File: config.mk
export PLATFORM = sky130hd
export DESIGN_NAME = loc_top
export DESIGN_NICKNAME = d
export VERILOG_FILES = /design/src/hw/loc_pkg.sv /design/src/hw/loc_top.sv /design/src/hw/loc_channel.sv
export SDC_FILE = /design/constraint.sdc
export NUM_CORES = 1
export LEC_CHECK = 0
export BUFFER_PORTS_ARGS = -buffer_cell sky130_fd_sc_hd__clkbuf_2
export CAP_MARGIN = 10
export CELL_PAD_IN_SITES_DETAIL_PLACEMENT = 1
export CELL_PAD_IN_SITES_GLOBAL_PLACEMENT = 1
export CORE_MARGIN = 2
export CORE_UTILIZATION = 50
export DETAILED_ROUTE_END_ITERATION = 12
export PLACE_DENSITY_LB_ADDON = 0.1
export SKIP_LAST_GASP = 1
export SLEW_MARGIN = 20
export SYNTH_ARGS = -nofsm -noshare
export SYNTH_HDL_FRONTEND = slang
export SYNTH_HIERARCHICAL = 1
export SYNTH_SLANG_ARGS = --single-unit
File: constraint.sdc
create_clock -name mclk_in -period 5.43 [get_ports mclk_in]
set_input_delay 0.2715 -clock mclk_in [delete_from_list [all_inputs] [get_ports mclk_in]]
set_output_delay 0.2715 -clock mclk_in [all_outputs]
set_load 0.03 [all_outputs]
File: src/hw/loc_pkg.sv
// Package with register map, assignment codes and timing constants.
package loc_pkg;
  localparam int unsigned CLK_HZ = 250000000;
  localparam int unsigned TICK_MS = 1;
  localparam int unsigned TICK_CYCLES = CLK_HZ / 1000 * TICK_MS;
  localparam logic [15:0] DELAY_MAX_MS = 16'hea60;
  localparam logic [15:0] HOLD_MAX_MS = 16'h270f;
  localparam logic [15:0] DELAY_RESET = 16'h0000;
  localparam logic [15:0] HOLD_RESET = 16'h0000;
  localparam logic [7:0] ASSIGN_RESET = 8'h00;
  localparam logic POL_RESET = 1'b0;
  // Register word addresses.
  localparam logic [3:0] ADDR_CTRL = 4'h0;
  localparam logic [3:0] ADDR_ASSIGN2 = 4'h1;
  localparam logic [3:0] ADDR_DELAY2 = 4'h2;
  localparam logic [3:0] ADDR_HOLD2 = 4'h3;
  localparam logic [3:0] ADDR_ASSIGN3 = 4'h4;
  localparam logic [3:0] ADDR_DELAY3 = 4'h5;
  localparam logic [3:0] ADDR_HOLD3 = 4'h6;
  localparam logic [3:0] ADDR_STATUS = 4'h7;
  // Control register fields.
  localparam int unsigned CTRL_POL2_BIT = 0;
  localparam int unsigned CTRL_POL3_BIT = 1;
  // Status register fields.
  localparam int unsigned STAT_OUT2_BIT = 0;
  localparam int unsigned STAT_OUT3_BIT = 1;
  localparam int unsigned STAT_CARD_BIT = 2;
  localparam int unsigned STAT_COND2_BIT = 3;
  localparam int unsigned STAT_COND3_BIT = 4;
  // Assignment codes: 0 none, 1..15 general conditions, then specials.
  localparam logic [7:0] ASG_NONE = 8'h00;
  localparam logic [7:0] ASG_FAULT = 8'h10;
  localparam logic [7:0] ASG_BRAKE = 8'h11;
  localparam logic [7:0] ASG_LINE = 8'h12;
  localparam logic [7:0] ASG_OUTPUT = 8'h13;
  localparam logic [7:0] ASG_END_REEL = 8'h14;
  localparam logic [7:0] ASG_WOBBLE = 8'h15;
  localparam logic [7:0] ASG_PRECHARGE = 8'h16;
  localparam int unsigned NUM_SRC = 32;
endpackage : loc_pkg

File: src/hw/loc_top.sv
// Top of the logic output conditioning block with its Avalon-MM registers.
// Operation
// - Output turns on only after the full turn-on delay, up to 60000 ms.
// - Turn-on delay is zero for fault, brake, output, precharge, line duty.
// - Output turns off only after the full holding time, up to 9999 ms.
// - Holding time is zero for fault, brake, precharge and line duty.
// - Positive polarity drives 1 when true; negative drives 0 when true.
// - Polarity is locked positive for fault, brake, precharge, line duty.
// - Third output and its settings exist only with the extension card.
// - Second and third outputs share the first's choices; default none.
// - Choices include brake, line, output, end reel, wobble, precharge.
`timescale 1ns/10ps
`default_nettype none
module loc_top (
  input wire logic mclk_in,
  input wire logic resetn_in,
  input wire logic [3:0] avs_address,
  input wire logic avs_read,
  input wire logic avs_write,
  input wire logic [31:0] avs_writedata,
  input wire logic [3:0] avs_byteenable,
  output logic [31:0] avs_readdata,
  output logic avs_waitrequest,
  input wire logic [loc_pkg::NUM_SRC-1:0] cond_src_in,
  input wire logic card_present_in,
  output logic logic_output_second_out,
  output logic logic_output_third_out
);
  logic [31:0] rdata_q, rdata_d;
  logic ack_q, ack_d;
  logic [7:0] asg2_q, asg2_d, asg3_q, asg3_d;
  logic [15:0] dly2_q, dly2_d, dly3_q, dly3_d;
  logic [15:0] hld2_q, hld2_d, hld3_q, hld3_d;
  logic pol2_q, pol2_d, pol3_q, pol3_d;
  logic [2:0] card_sync_q;
  logic card_q, card_d;
  logic [17:0] tick_cnt_q, tick_cnt_d;
  logic tick_q, tick_d;
  logic [1:0] cond_q, cond_d;
  logic lvl2, lvl3;
  logic out2_q, out3_q;

  // Maps an assignment code to its condition source; none and codes of NUM_SRC and above are false.
  function automatic logic pick_cond(input logic [7:0] a,
                                     input logic [loc_pkg::NUM_SRC-1:0] s);
    pick_cond = (a < 8'(loc_pkg::NUM_SRC)) && (a != loc_pkg::ASG_NONE) ?
      s[a[4:0]] : 1'b0;
  endfunction : pick_cond

  // Writes one register, honouring byte enables, and clamps to the range.
  function automatic logic [15:0] wr16(input logic [15:0] old,
                                       input logic [31:0] wd,
                                       input logic [3:0] be,
                                       input logic [15:0] lim);
    logic [15:0] v;
    v = old;
    if (be[0]) v[7:0] = wd[7:0];
    if (be[1]) v[15:8] = wd[15:8];
    wr16 = (v > lim) ? lim : v;
  endfunction : wr16

  // Rejects codes outside the defined choices so software reads back none.
  function automatic logic [7:0] legal_asg(input logic [7:0] a);
    legal_asg = (a <= loc_pkg::ASG_PRECHARGE) ? a : loc_pkg::ASG_NONE;
  endfunction : legal_asg

  // Millisecond time base.
  always_comb begin
    tick_d = 1'b0;
    tick_cnt_d = tick_cnt_q + 18'h00001;
    if (tick_cnt_q == 18'(loc_pkg::TICK_CYCLES - 1)) begin
      tick_cnt_d = 18'h00000;
      tick_d = 1'b1;
    end
  end

  always_ff @(posedge mclk_in or negedge resetn_in) begin
    if (!resetn_in) begin
      tick_cnt_q <= 18'h00000;
      tick_q <= 1'b0;
    end else begin
      tick_cnt_q <= tick_cnt_d;
      tick_q <= tick_d;
    end
  end

  // The card-present pin is asynchronous; it must agree on two stages.
  always_comb begin
    card_d = card_q;
    if (card_sync_q[1] == card_sync_q[2]) begin
      card_d = card_sync_q[2];
    end
  end

  always_ff @(posedge mclk_in or negedge resetn_in) begin
    if (!resetn_in) begin
      card_sync_q <= 3'h0;
      card_q <= 1'b0;
    end else begin
      card_sync_q <= {card_sync_q[1:0], card_present_in};
      card_q <= card_d;
    end
  end

  // Condition selection is registered so both channels see a clean level.
  always_comb begin
    cond_d[0] = pick_cond(asg2_q, cond_src_in);
    cond_d[1] = card_q && pick_cond(asg3_q, cond_src_in);
  end

  always_ff @(posedge mclk_in or negedge resetn_in) begin
    if (!resetn_in) begin
      cond_q <= 2'h0;
    end else begin
      cond_q <= cond_d;
    end
  end

  // Register file. Read data is fetched a cycle early; a write lands only on
  // the edge at which the master sees waitrequest low.
  always_comb begin
    asg2_d = asg2_q;
    asg3_d = asg3_q;
    dly2_d = dly2_q;
    dly3_d = dly3_q;
    hld2_d = hld2_q;
    hld3_d = hld3_q;
    pol2_d = pol2_q;
    pol3_d = pol3_q;
    rdata_d = 32'h00000000;
    ack_d = (avs_read || avs_write) && !ack_q;
    if (avs_write && ack_q) begin
      case (avs_address)
        loc_pkg::ADDR_CTRL: begin
          if (avs_byteenable[0]) begin
            pol2_d = avs_writedata[loc_pkg::CTRL_POL2_BIT];
            if (card_q) begin
              pol3_d = avs_writedata[loc_pkg::CTRL_POL3_BIT];
            end
          end
        end
        loc_pkg::ADDR_ASSIGN2: begin
          if (avs_byteenable[0]) begin
            asg2_d = legal_asg(avs_writedata[7:0]);
          end
        end
        loc_pkg::ADDR_DELAY2: begin
          dly2_d = wr16(dly2_q, avs_writedata, avs_byteenable,
                        loc_pkg::DELAY_MAX_MS);
        end
        loc_pkg::ADDR_HOLD2: begin
          hld2_d = wr16(hld2_q, avs_writedata, avs_byteenable,
                        loc_pkg::HOLD_MAX_MS);
        end
        loc_pkg::ADDR_ASSIGN3: begin
          if (avs_byteenable[0] && card_q) begin
            asg3_d = legal_asg(avs_writedata[7:0]);
          end
        end
        loc_pkg::ADDR_DELAY3: begin
          if (card_q) begin
            dly3_d = wr16(dly3_q, avs_writedata, avs_byteenable,
                          loc_pkg::DELAY_MAX_MS);
          end
        end
        loc_pkg::ADDR_HOLD3: begin
          if (card_q) begin
            hld3_d = wr16(hld3_q, avs_writedata, avs_byteenable,
                          loc_pkg::HOLD_MAX_MS);
          end
        end
        default: begin
          rdata_d = 32'h00000000;
        end
      endcase
    end
    if (avs_read && !ack_q) begin
      case (avs_address)
        loc_pkg::ADDR_CTRL: begin
          rdata_d[loc_pkg::CTRL_POL2_BIT] = pol2_q;
          rdata_d[loc_pkg::CTRL_POL3_BIT] = card_q & pol3_q;
        end
        loc_pkg::ADDR_ASSIGN2: rdata_d[7:0] = asg2_q;
        loc_pkg::ADDR_DELAY2: rdata_d[15:0] = dly2_q;
        loc_pkg::ADDR_HOLD2: rdata_d[15:0] = hld2_q;
        loc_pkg::ADDR_ASSIGN3: rdata_d[7:0] = card_q ? asg3_q : 8'h00;
        loc_pkg::ADDR_DELAY3: rdata_d[15:0] = card_q ? dly3_q : 16'h0000;
        loc_pkg::ADDR_HOLD3: rdata_d[15:0] = card_q ? hld3_q : 16'h0000;
        loc_pkg::ADDR_STATUS: begin
          rdata_d[loc_pkg::STAT_OUT2_BIT] = out2_q;
          rdata_d[loc_pkg::STAT_OUT3_BIT] = out3_q;
          rdata_d[loc_pkg::STAT_CARD_BIT] = card_q;
          rdata_d[loc_pkg::STAT_COND2_BIT] = cond_q[0];
          rdata_d[loc_pkg::STAT_COND3_BIT] = cond_q[1];
        end
        default: rdata_d = 32'h00000000;
      endcase
    end
  end

  always_ff @(posedge mclk_in or negedge resetn_in) begin
    if (!resetn_in) begin
      asg2_q <= loc_pkg::ASSIGN_RESET;
      asg3_q <= loc_pkg::ASSIGN_RESET;
      dly2_q <= loc_pkg::DELAY_RESET;
      dly3_q <= loc_pkg::DELAY_RESET;
      hld2_q <= loc_pkg::HOLD_RESET;
      hld3_q <= loc_pkg::HOLD_RESET;
      pol2_q <= loc_pkg::POL_RESET;
      pol3_q <= loc_pkg::POL_RESET;
      rdata_q <= 32'h00000000;
      ack_q <= 1'b0;
    end else begin
      asg2_q <= asg2_d;
      asg3_q <= asg3_d;
      dly2_q <= dly2_d;
      dly3_q <= dly3_d;
      hld2_q <= hld2_d;
      hld3_q <= hld3_d;
      pol2_q <= pol2_d;
      pol3_q <= pol3_d;
      rdata_q <= rdata_d;
      ack_q <= ack_d;
    end
  end

  loc_channel u_ch2 (
    .mclk_in(mclk_in),
    .resetn_in(resetn_in),
    .tick_in(tick_q),
    .cond_in(cond_q[0]),
    .assign_in(asg2_q),
    .delay_in(dly2_q),
    .hold_in(hld2_q),
    .active_low_polarity_in(pol2_q),
    .level_out(lvl2)
  );

  loc_channel u_ch3 (
    .mclk_in(mclk_in),
    .resetn_in(resetn_in),
    .tick_in(tick_q),
    .cond_in(cond_q[1]),
    .assign_in(card_q ? asg3_q : loc_pkg::ASG_NONE),
    .delay_in(dly3_q),
    .hold_in(hld3_q),
    .active_low_polarity_in(card_q & pol3_q),
    .level_out(lvl3)
  );

  // Without the card the third output is held low whatever its polarity.
  always_ff @(posedge mclk_in or negedge resetn_in) begin
    if (!resetn_in) begin
      out2_q <= 1'b0;
      out3_q <= 1'b0;
    end else begin
      out2_q <= lvl2;
      out3_q <= card_q & lvl3;
    end
  end

  assign logic_output_second_out = out2_q;
  assign logic_output_third_out = out3_q;
  assign avs_readdata = rdata_q;
  assign avs_waitrequest = (avs_read || avs_write) && !ack_q;
endmodule : loc_top
`default_nettype wire

File: src/hw/loc_channel.sv
// One conditioned logic output: delay, holding time and polarity.
`timescale 1ns/10ps
`default_nettype none
module loc_channel (
  input wire logic mclk_in,
  input wire logic resetn_in,
  input wire logic tick_in,
  input wire logic cond_in,
  input wire logic [7:0] assign_in,
  input wire logic [15:0] delay_in,
  input wire logic [15:0] hold_in,
  input wire logic active_low_polarity_in,
  output logic level_out
);
  typedef enum logic [3:0] {
    LOC_OFF = 4'b0001,
    LOC_ON_WAIT = 4'b0010,
    LOC_ON = 4'b0100,
    LOC_OFF_WAIT = 4'b1000
  } loc_state_t;

  function automatic logic is_safety(input logic [7:0] a, input logic output_contactor_select);
    is_safety = (a == loc_pkg::ASG_FAULT) || (a == loc_pkg::ASG_BRAKE) ||
      (a == loc_pkg::ASG_PRECHARGE) || (a == loc_pkg::ASG_LINE) ||
      (output_contactor_select && (a == loc_pkg::ASG_OUTPUT));
  endfunction : is_safety

  loc_state_t state_q, state_d;
  logic [15:0] cnt_q, cnt_d;
  logic level_q, level_d;
  logic [15:0] eff_delay, eff_hold;
  logic eff_neg;

  always_comb begin
    eff_delay = is_safety(assign_in, 1'b1) ? 16'h0000 : delay_in;
    eff_hold = is_safety(assign_in, 1'b0) ? 16'h0000 : hold_in;
    eff_neg = is_safety(assign_in, 1'b0) ? 1'b0 : active_low_polarity_in;
    state_d = state_q;
    cnt_d = cnt_q;
    case (state_q)
      LOC_OFF: begin
        if (cond_in) begin
          cnt_d = 16'h0000;
          state_d = (eff_delay == 16'h0000) ? LOC_ON : LOC_ON_WAIT;
        end
      end
      LOC_ON_WAIT: begin
        if (!cond_in) begin
          state_d = LOC_OFF;
        end else if (tick_in) begin
          cnt_d = cnt_q + 16'h0001;
          // Strictly greater, so a part tick at the start never shortens it.
          if (cnt_d > eff_delay) begin
            state_d = LOC_ON;
          end
        end
      end
      LOC_ON: begin
        if (!cond_in) begin
          cnt_d = 16'h0000;
          state_d = (eff_hold == 16'h0000) ? LOC_OFF : LOC_OFF_WAIT;
        end
      end
      LOC_OFF_WAIT: begin
        if (cond_in) begin
          state_d = LOC_ON;
        end else if (tick_in) begin
          cnt_d = cnt_q + 16'h0001;
          if (cnt_d > eff_hold) begin
            state_d = LOC_OFF;
          end
        end
      end
      default: begin
        state_d = LOC_OFF;
        cnt_d = 16'h0000;
      end
    endcase
    level_d = ((state_d == LOC_ON) || (state_d == LOC_OFF_WAIT)) ^ eff_neg;
  end

  always_ff @(posedge mclk_in or negedge resetn_in) begin
    if (!resetn_in) begin
      state_q <= LOC_OFF;
      cnt_q <= 16'h0000;
      level_q <= 1'b0;
    end else begin
      state_q <= state_d;
      cnt_q <= cnt_d;
      level_q <= level_d;
    end
  end

  assign level_out = level_q;
endmodule : loc_channel
`default_nettype wire

==> results.md <==
* Status: finished, final reports clean
* CTS sink cnt at 168
* Total track usage at approximately 30%
* Startpoint types: flip-flop
* CP max stage cell: dfrtp_1
* Seq cells post-synth at 168
* Worst Tran Pin Value at 0.904 ns
* ANT cells at 0
* Commonest cells post-synth: 166 x dfrtp_1, 163 x nand2_1, 72 x nor2_1, 72 x o21ai_0, 67 x ha_1
* DR pass1 iterations at 8
* Worst path max stage delay at 0.84 ns
* Die height at 155 microns
* Starting density of the core at 50.8%
* Cell mode on critical path: or3_1
* Largest net degree at the start of global routing at 74
* DRC marker count from the first detailed-route iteration at 813
* Tcrit/Tclk final at 77.2%
* Top post-synthesis cells by area: dfrtp_1 36%, ha_1 7.3%, nand2_1 5.3%
* Vias in the first global route at 10600
* Ys async rst share at 100%
* Pwr/cell area at about 270 nW/um^2
* Routed WL at 35700 microns
* Via/cell ratio at 6.41
* Die X-Extent at 155 microns
* Fmax at 0.239 GHz
* RSZ-0062 raised after global routing: false
* Min Clock Period, post-route at between 4 and 5 ns
* Syn avg cell area at roughly 9.3 sq um
* Crit path kind: reg -> reg
* RePlAce Congestion at 0.881
* Area grow syn2layout at 8.63%
* Count leader, synth: dfrtp_1
* Nets at roughly 1400
* Mapped Area at about 11000 sq um
* WP data required at 5.77 ns
* Post-synth top area share at 36.2%
* Drt wl/cell at 22.8 microns
* Largest fanout on the critical path at 23
* DRC at 0
* Area leader, netlist: dfrtp_1
* Post-route ant nets at 0
* TritonCTS buffer count at 17
* Seq/Total Area, Yosys at 36.7%
* TNS Setup at 0 ns
* Slew margin rel. at roughly two fifths
* Synth Area in Compound Gates at 17.5%
* Critical path startpoint: card_q
* GR Overflow Total at 0
* Final Hold Viols at 0
* Fraction of layout cells with a size suffix above 1 at 14.4%
* Cell Chain, Critical Path: and2_1, or4b_1, a211o_1, nand2_1, ha_1, nand4_1, or3_1, a21oi_1, nor4b_1, or3_1, a311oi_2
* Warnings, synthesis at 6
* DP Wirelength at 26500 microns
* Max Root-Sink Buffers at 2
* First-pass GRT wire length at 57200 microns
* Htree depth at 4
* Antenna violations before repair at 1
* Total power at 3.30 mW
* Reg2reg start: card_q
* Synth Instances at 1232
* Die area at 24200 sq um
* Post-CTS sizing at 0
* DR vias at between 10000 and 15000
* # rows at between 50 and 60
* Clk_skew at approximately 0.010 ns
* CP endpoint kind: flip-flop
* Root Buffer: clkbuf_16
* Clock transition at path regs at about 0.07 ns
* CTS tree: yes
* Largest family of logic cells by synthesized area: simple AND/OR/NAND/NOR gates
* Worst R2R Setup Slack at 1.24 ns
* XOR/XNOR Fraction of Synth Area at 3.51%
* Worst Min Path Start: avs_write
* Worst path arrival time at 4.53 ns
* Pleak at 5.54 nW
* Buffers on Ports at 77
* Worst hold-check path type: in -> reg
* Largest vdd supply drop at 0.166 mV
* Fin. max-slew vios at 0
* Mux share of post-synthesis cell area at around 7.2%
* Maximum capacitance violations at 0
* Top_reg_cell synth: dfrtp_1
* Final setup violation count at 0
* Core Footprint at 22600 sq um
* Distinct cells, synth at 96
* Post-synthesis adder-cell area fraction at 7.40%
* IO Pins at 112
* Clock latency on the worst-skew pair at 0.44 ns
* Simple-gate share of the synthesized area at approximately 23%
* EDFF count, synth at 0
-- worst max-delay path, delay by kind of cell, from the launching register on --
| family | cells | cell delay (ns) |
|---|---|---|
| AOI/OAI and AO/OA | 3 | 0.98 |
| adders and majority gates | 1 | 0.18 |
| DFF | 1 | 0.84 |
| and+or+nand+nor | 7 | 2.08 |
-- through the flow --
step           util (%)  hold WS, ns  setup WS [ns]  instance area, sq um  std cells
6_report           55.2        0.115           1.24                 12500       1567
5_1_grt            55.2        0.125           1.01                 12500       1567
4_1_cts            55.2        0.106           1.29                 12500       1567
3_5_place_dp       52.5        0.330           1.34                 11900       1533
3_3_place_gp       52.5        0.332           1.43                 11900       1533
2_1_floorplan         -      -0.0241           1.96                 11500       1247
-- registers in the layout, indices dropped and copies added (netlist names), 2 cells and up --
register       count
tick_cnt_q        18
avs_readdata      16
dly2_q            16
dly3_q            16
hld2_q            16
hld3_q            16
u_ch2/cnt_q       16
u_ch3/cnt_q       16
asg2_q             8
asg3_q             8
u_ch2/state_q      4
u_ch3/state_q      4
card_sync_q        3
cond_q             2
-- logic make-up after synthesis --
group	count (synthesis)
simple gates	508
compound gates	288
flops	168
buf+inv	96
fa+ha+maj	68
mux	57
xor+xnor	46
other cells	1
-- worst paths after layout --
kind                                      endpoint  cells after the start
hold / removal                               ack_q                      3
hold reg to reg            logic_output_second_out                      0
setup reg to reg                   u_ch3/level_out                     11
setup / recovery                   u_ch3/level_out                     11
min in group asynchronous         u_ch2/state_q[1]                      2
max in group asynchronous                hld3_q[2]                      3
-- per-layer routing --
metal	vias up	part of all wire [%]	GRT usage (%)
li1	4650	-	-
met1	5051	42	37.2
met2	254	50	52.5
met3	90	4.3	4.82
met4	2	3.7	13.5
met5	-	0.036	0
-- cells in the final DEF, fill, tap and decap left out, types with 6 or more instances in the layout --
| cell | count |
|---|---|
| o32a_1 | 6 |
| conb_1 | 16 |
| xnor2_1 | 24 |
| a222oi_1 | 11 |
| o22ai_1 | 11 |
| mux2i_1 | 26 |
| and2_1 | 31 |
| inv_1 | 14 |
| a22oi_1 | 6 |
| nand4_1 | 27 |
| o22a_1 | 16 |
| nor2_1 | 72 |
| a21oi_1 | 49 |
| and4_1 | 8 |
| nand2_1 | 163 |
| o21ai_0 | 72 |
| clkbuf_2 | 76 |
| nor3_1 | 15 |
| clkbuf_16 | 17 |
| nand3_1 | 53 |
| mux4_2 | 19 |
| and3_1 | 20 |
| nor2b_1 | 18 |
| o21ai_1 | 7 |
| nand3b_1 | 7 |
| ha_1 | 67 |
| nand2b_1 | 21 |
| a22o_1 | 25 |
| a31oi_1 | 11 |
| xor2_1 | 22 |
| mux2_2 | 12 |
| a211o_1 | 9 |
| o31ai_1 | 13 |
| dfrtp_1 | 166 |
| nor4_1 | 22 |
-- area by class of cell --
class | count | area [sq um]
timing repair buffer | 84 | 449
tap | 285 | 357
fill | 2605 | 10100
clock inverter | 12 | 116
clock buffer | 20 | 457
sequential | 168 | 4210
inverter | 15 | 56.3
multi-input combinational | 983 | 6810
-- where the power goes --
group	switching [mW]	internal [mW]	leakage [nW]
combinational	0.362	0.235	3.00
clock	0.556	0.664	0.278
sequential	0.150	1.34	2.26
-- what timing repair did --
action                                 4_1_cts  5_1_grt
hold buffers                                 2        0
endpoints found under the hold margin       71        0
setup buffers                                0        0
No activity file was read; power rests on OpenSTA's default activity.
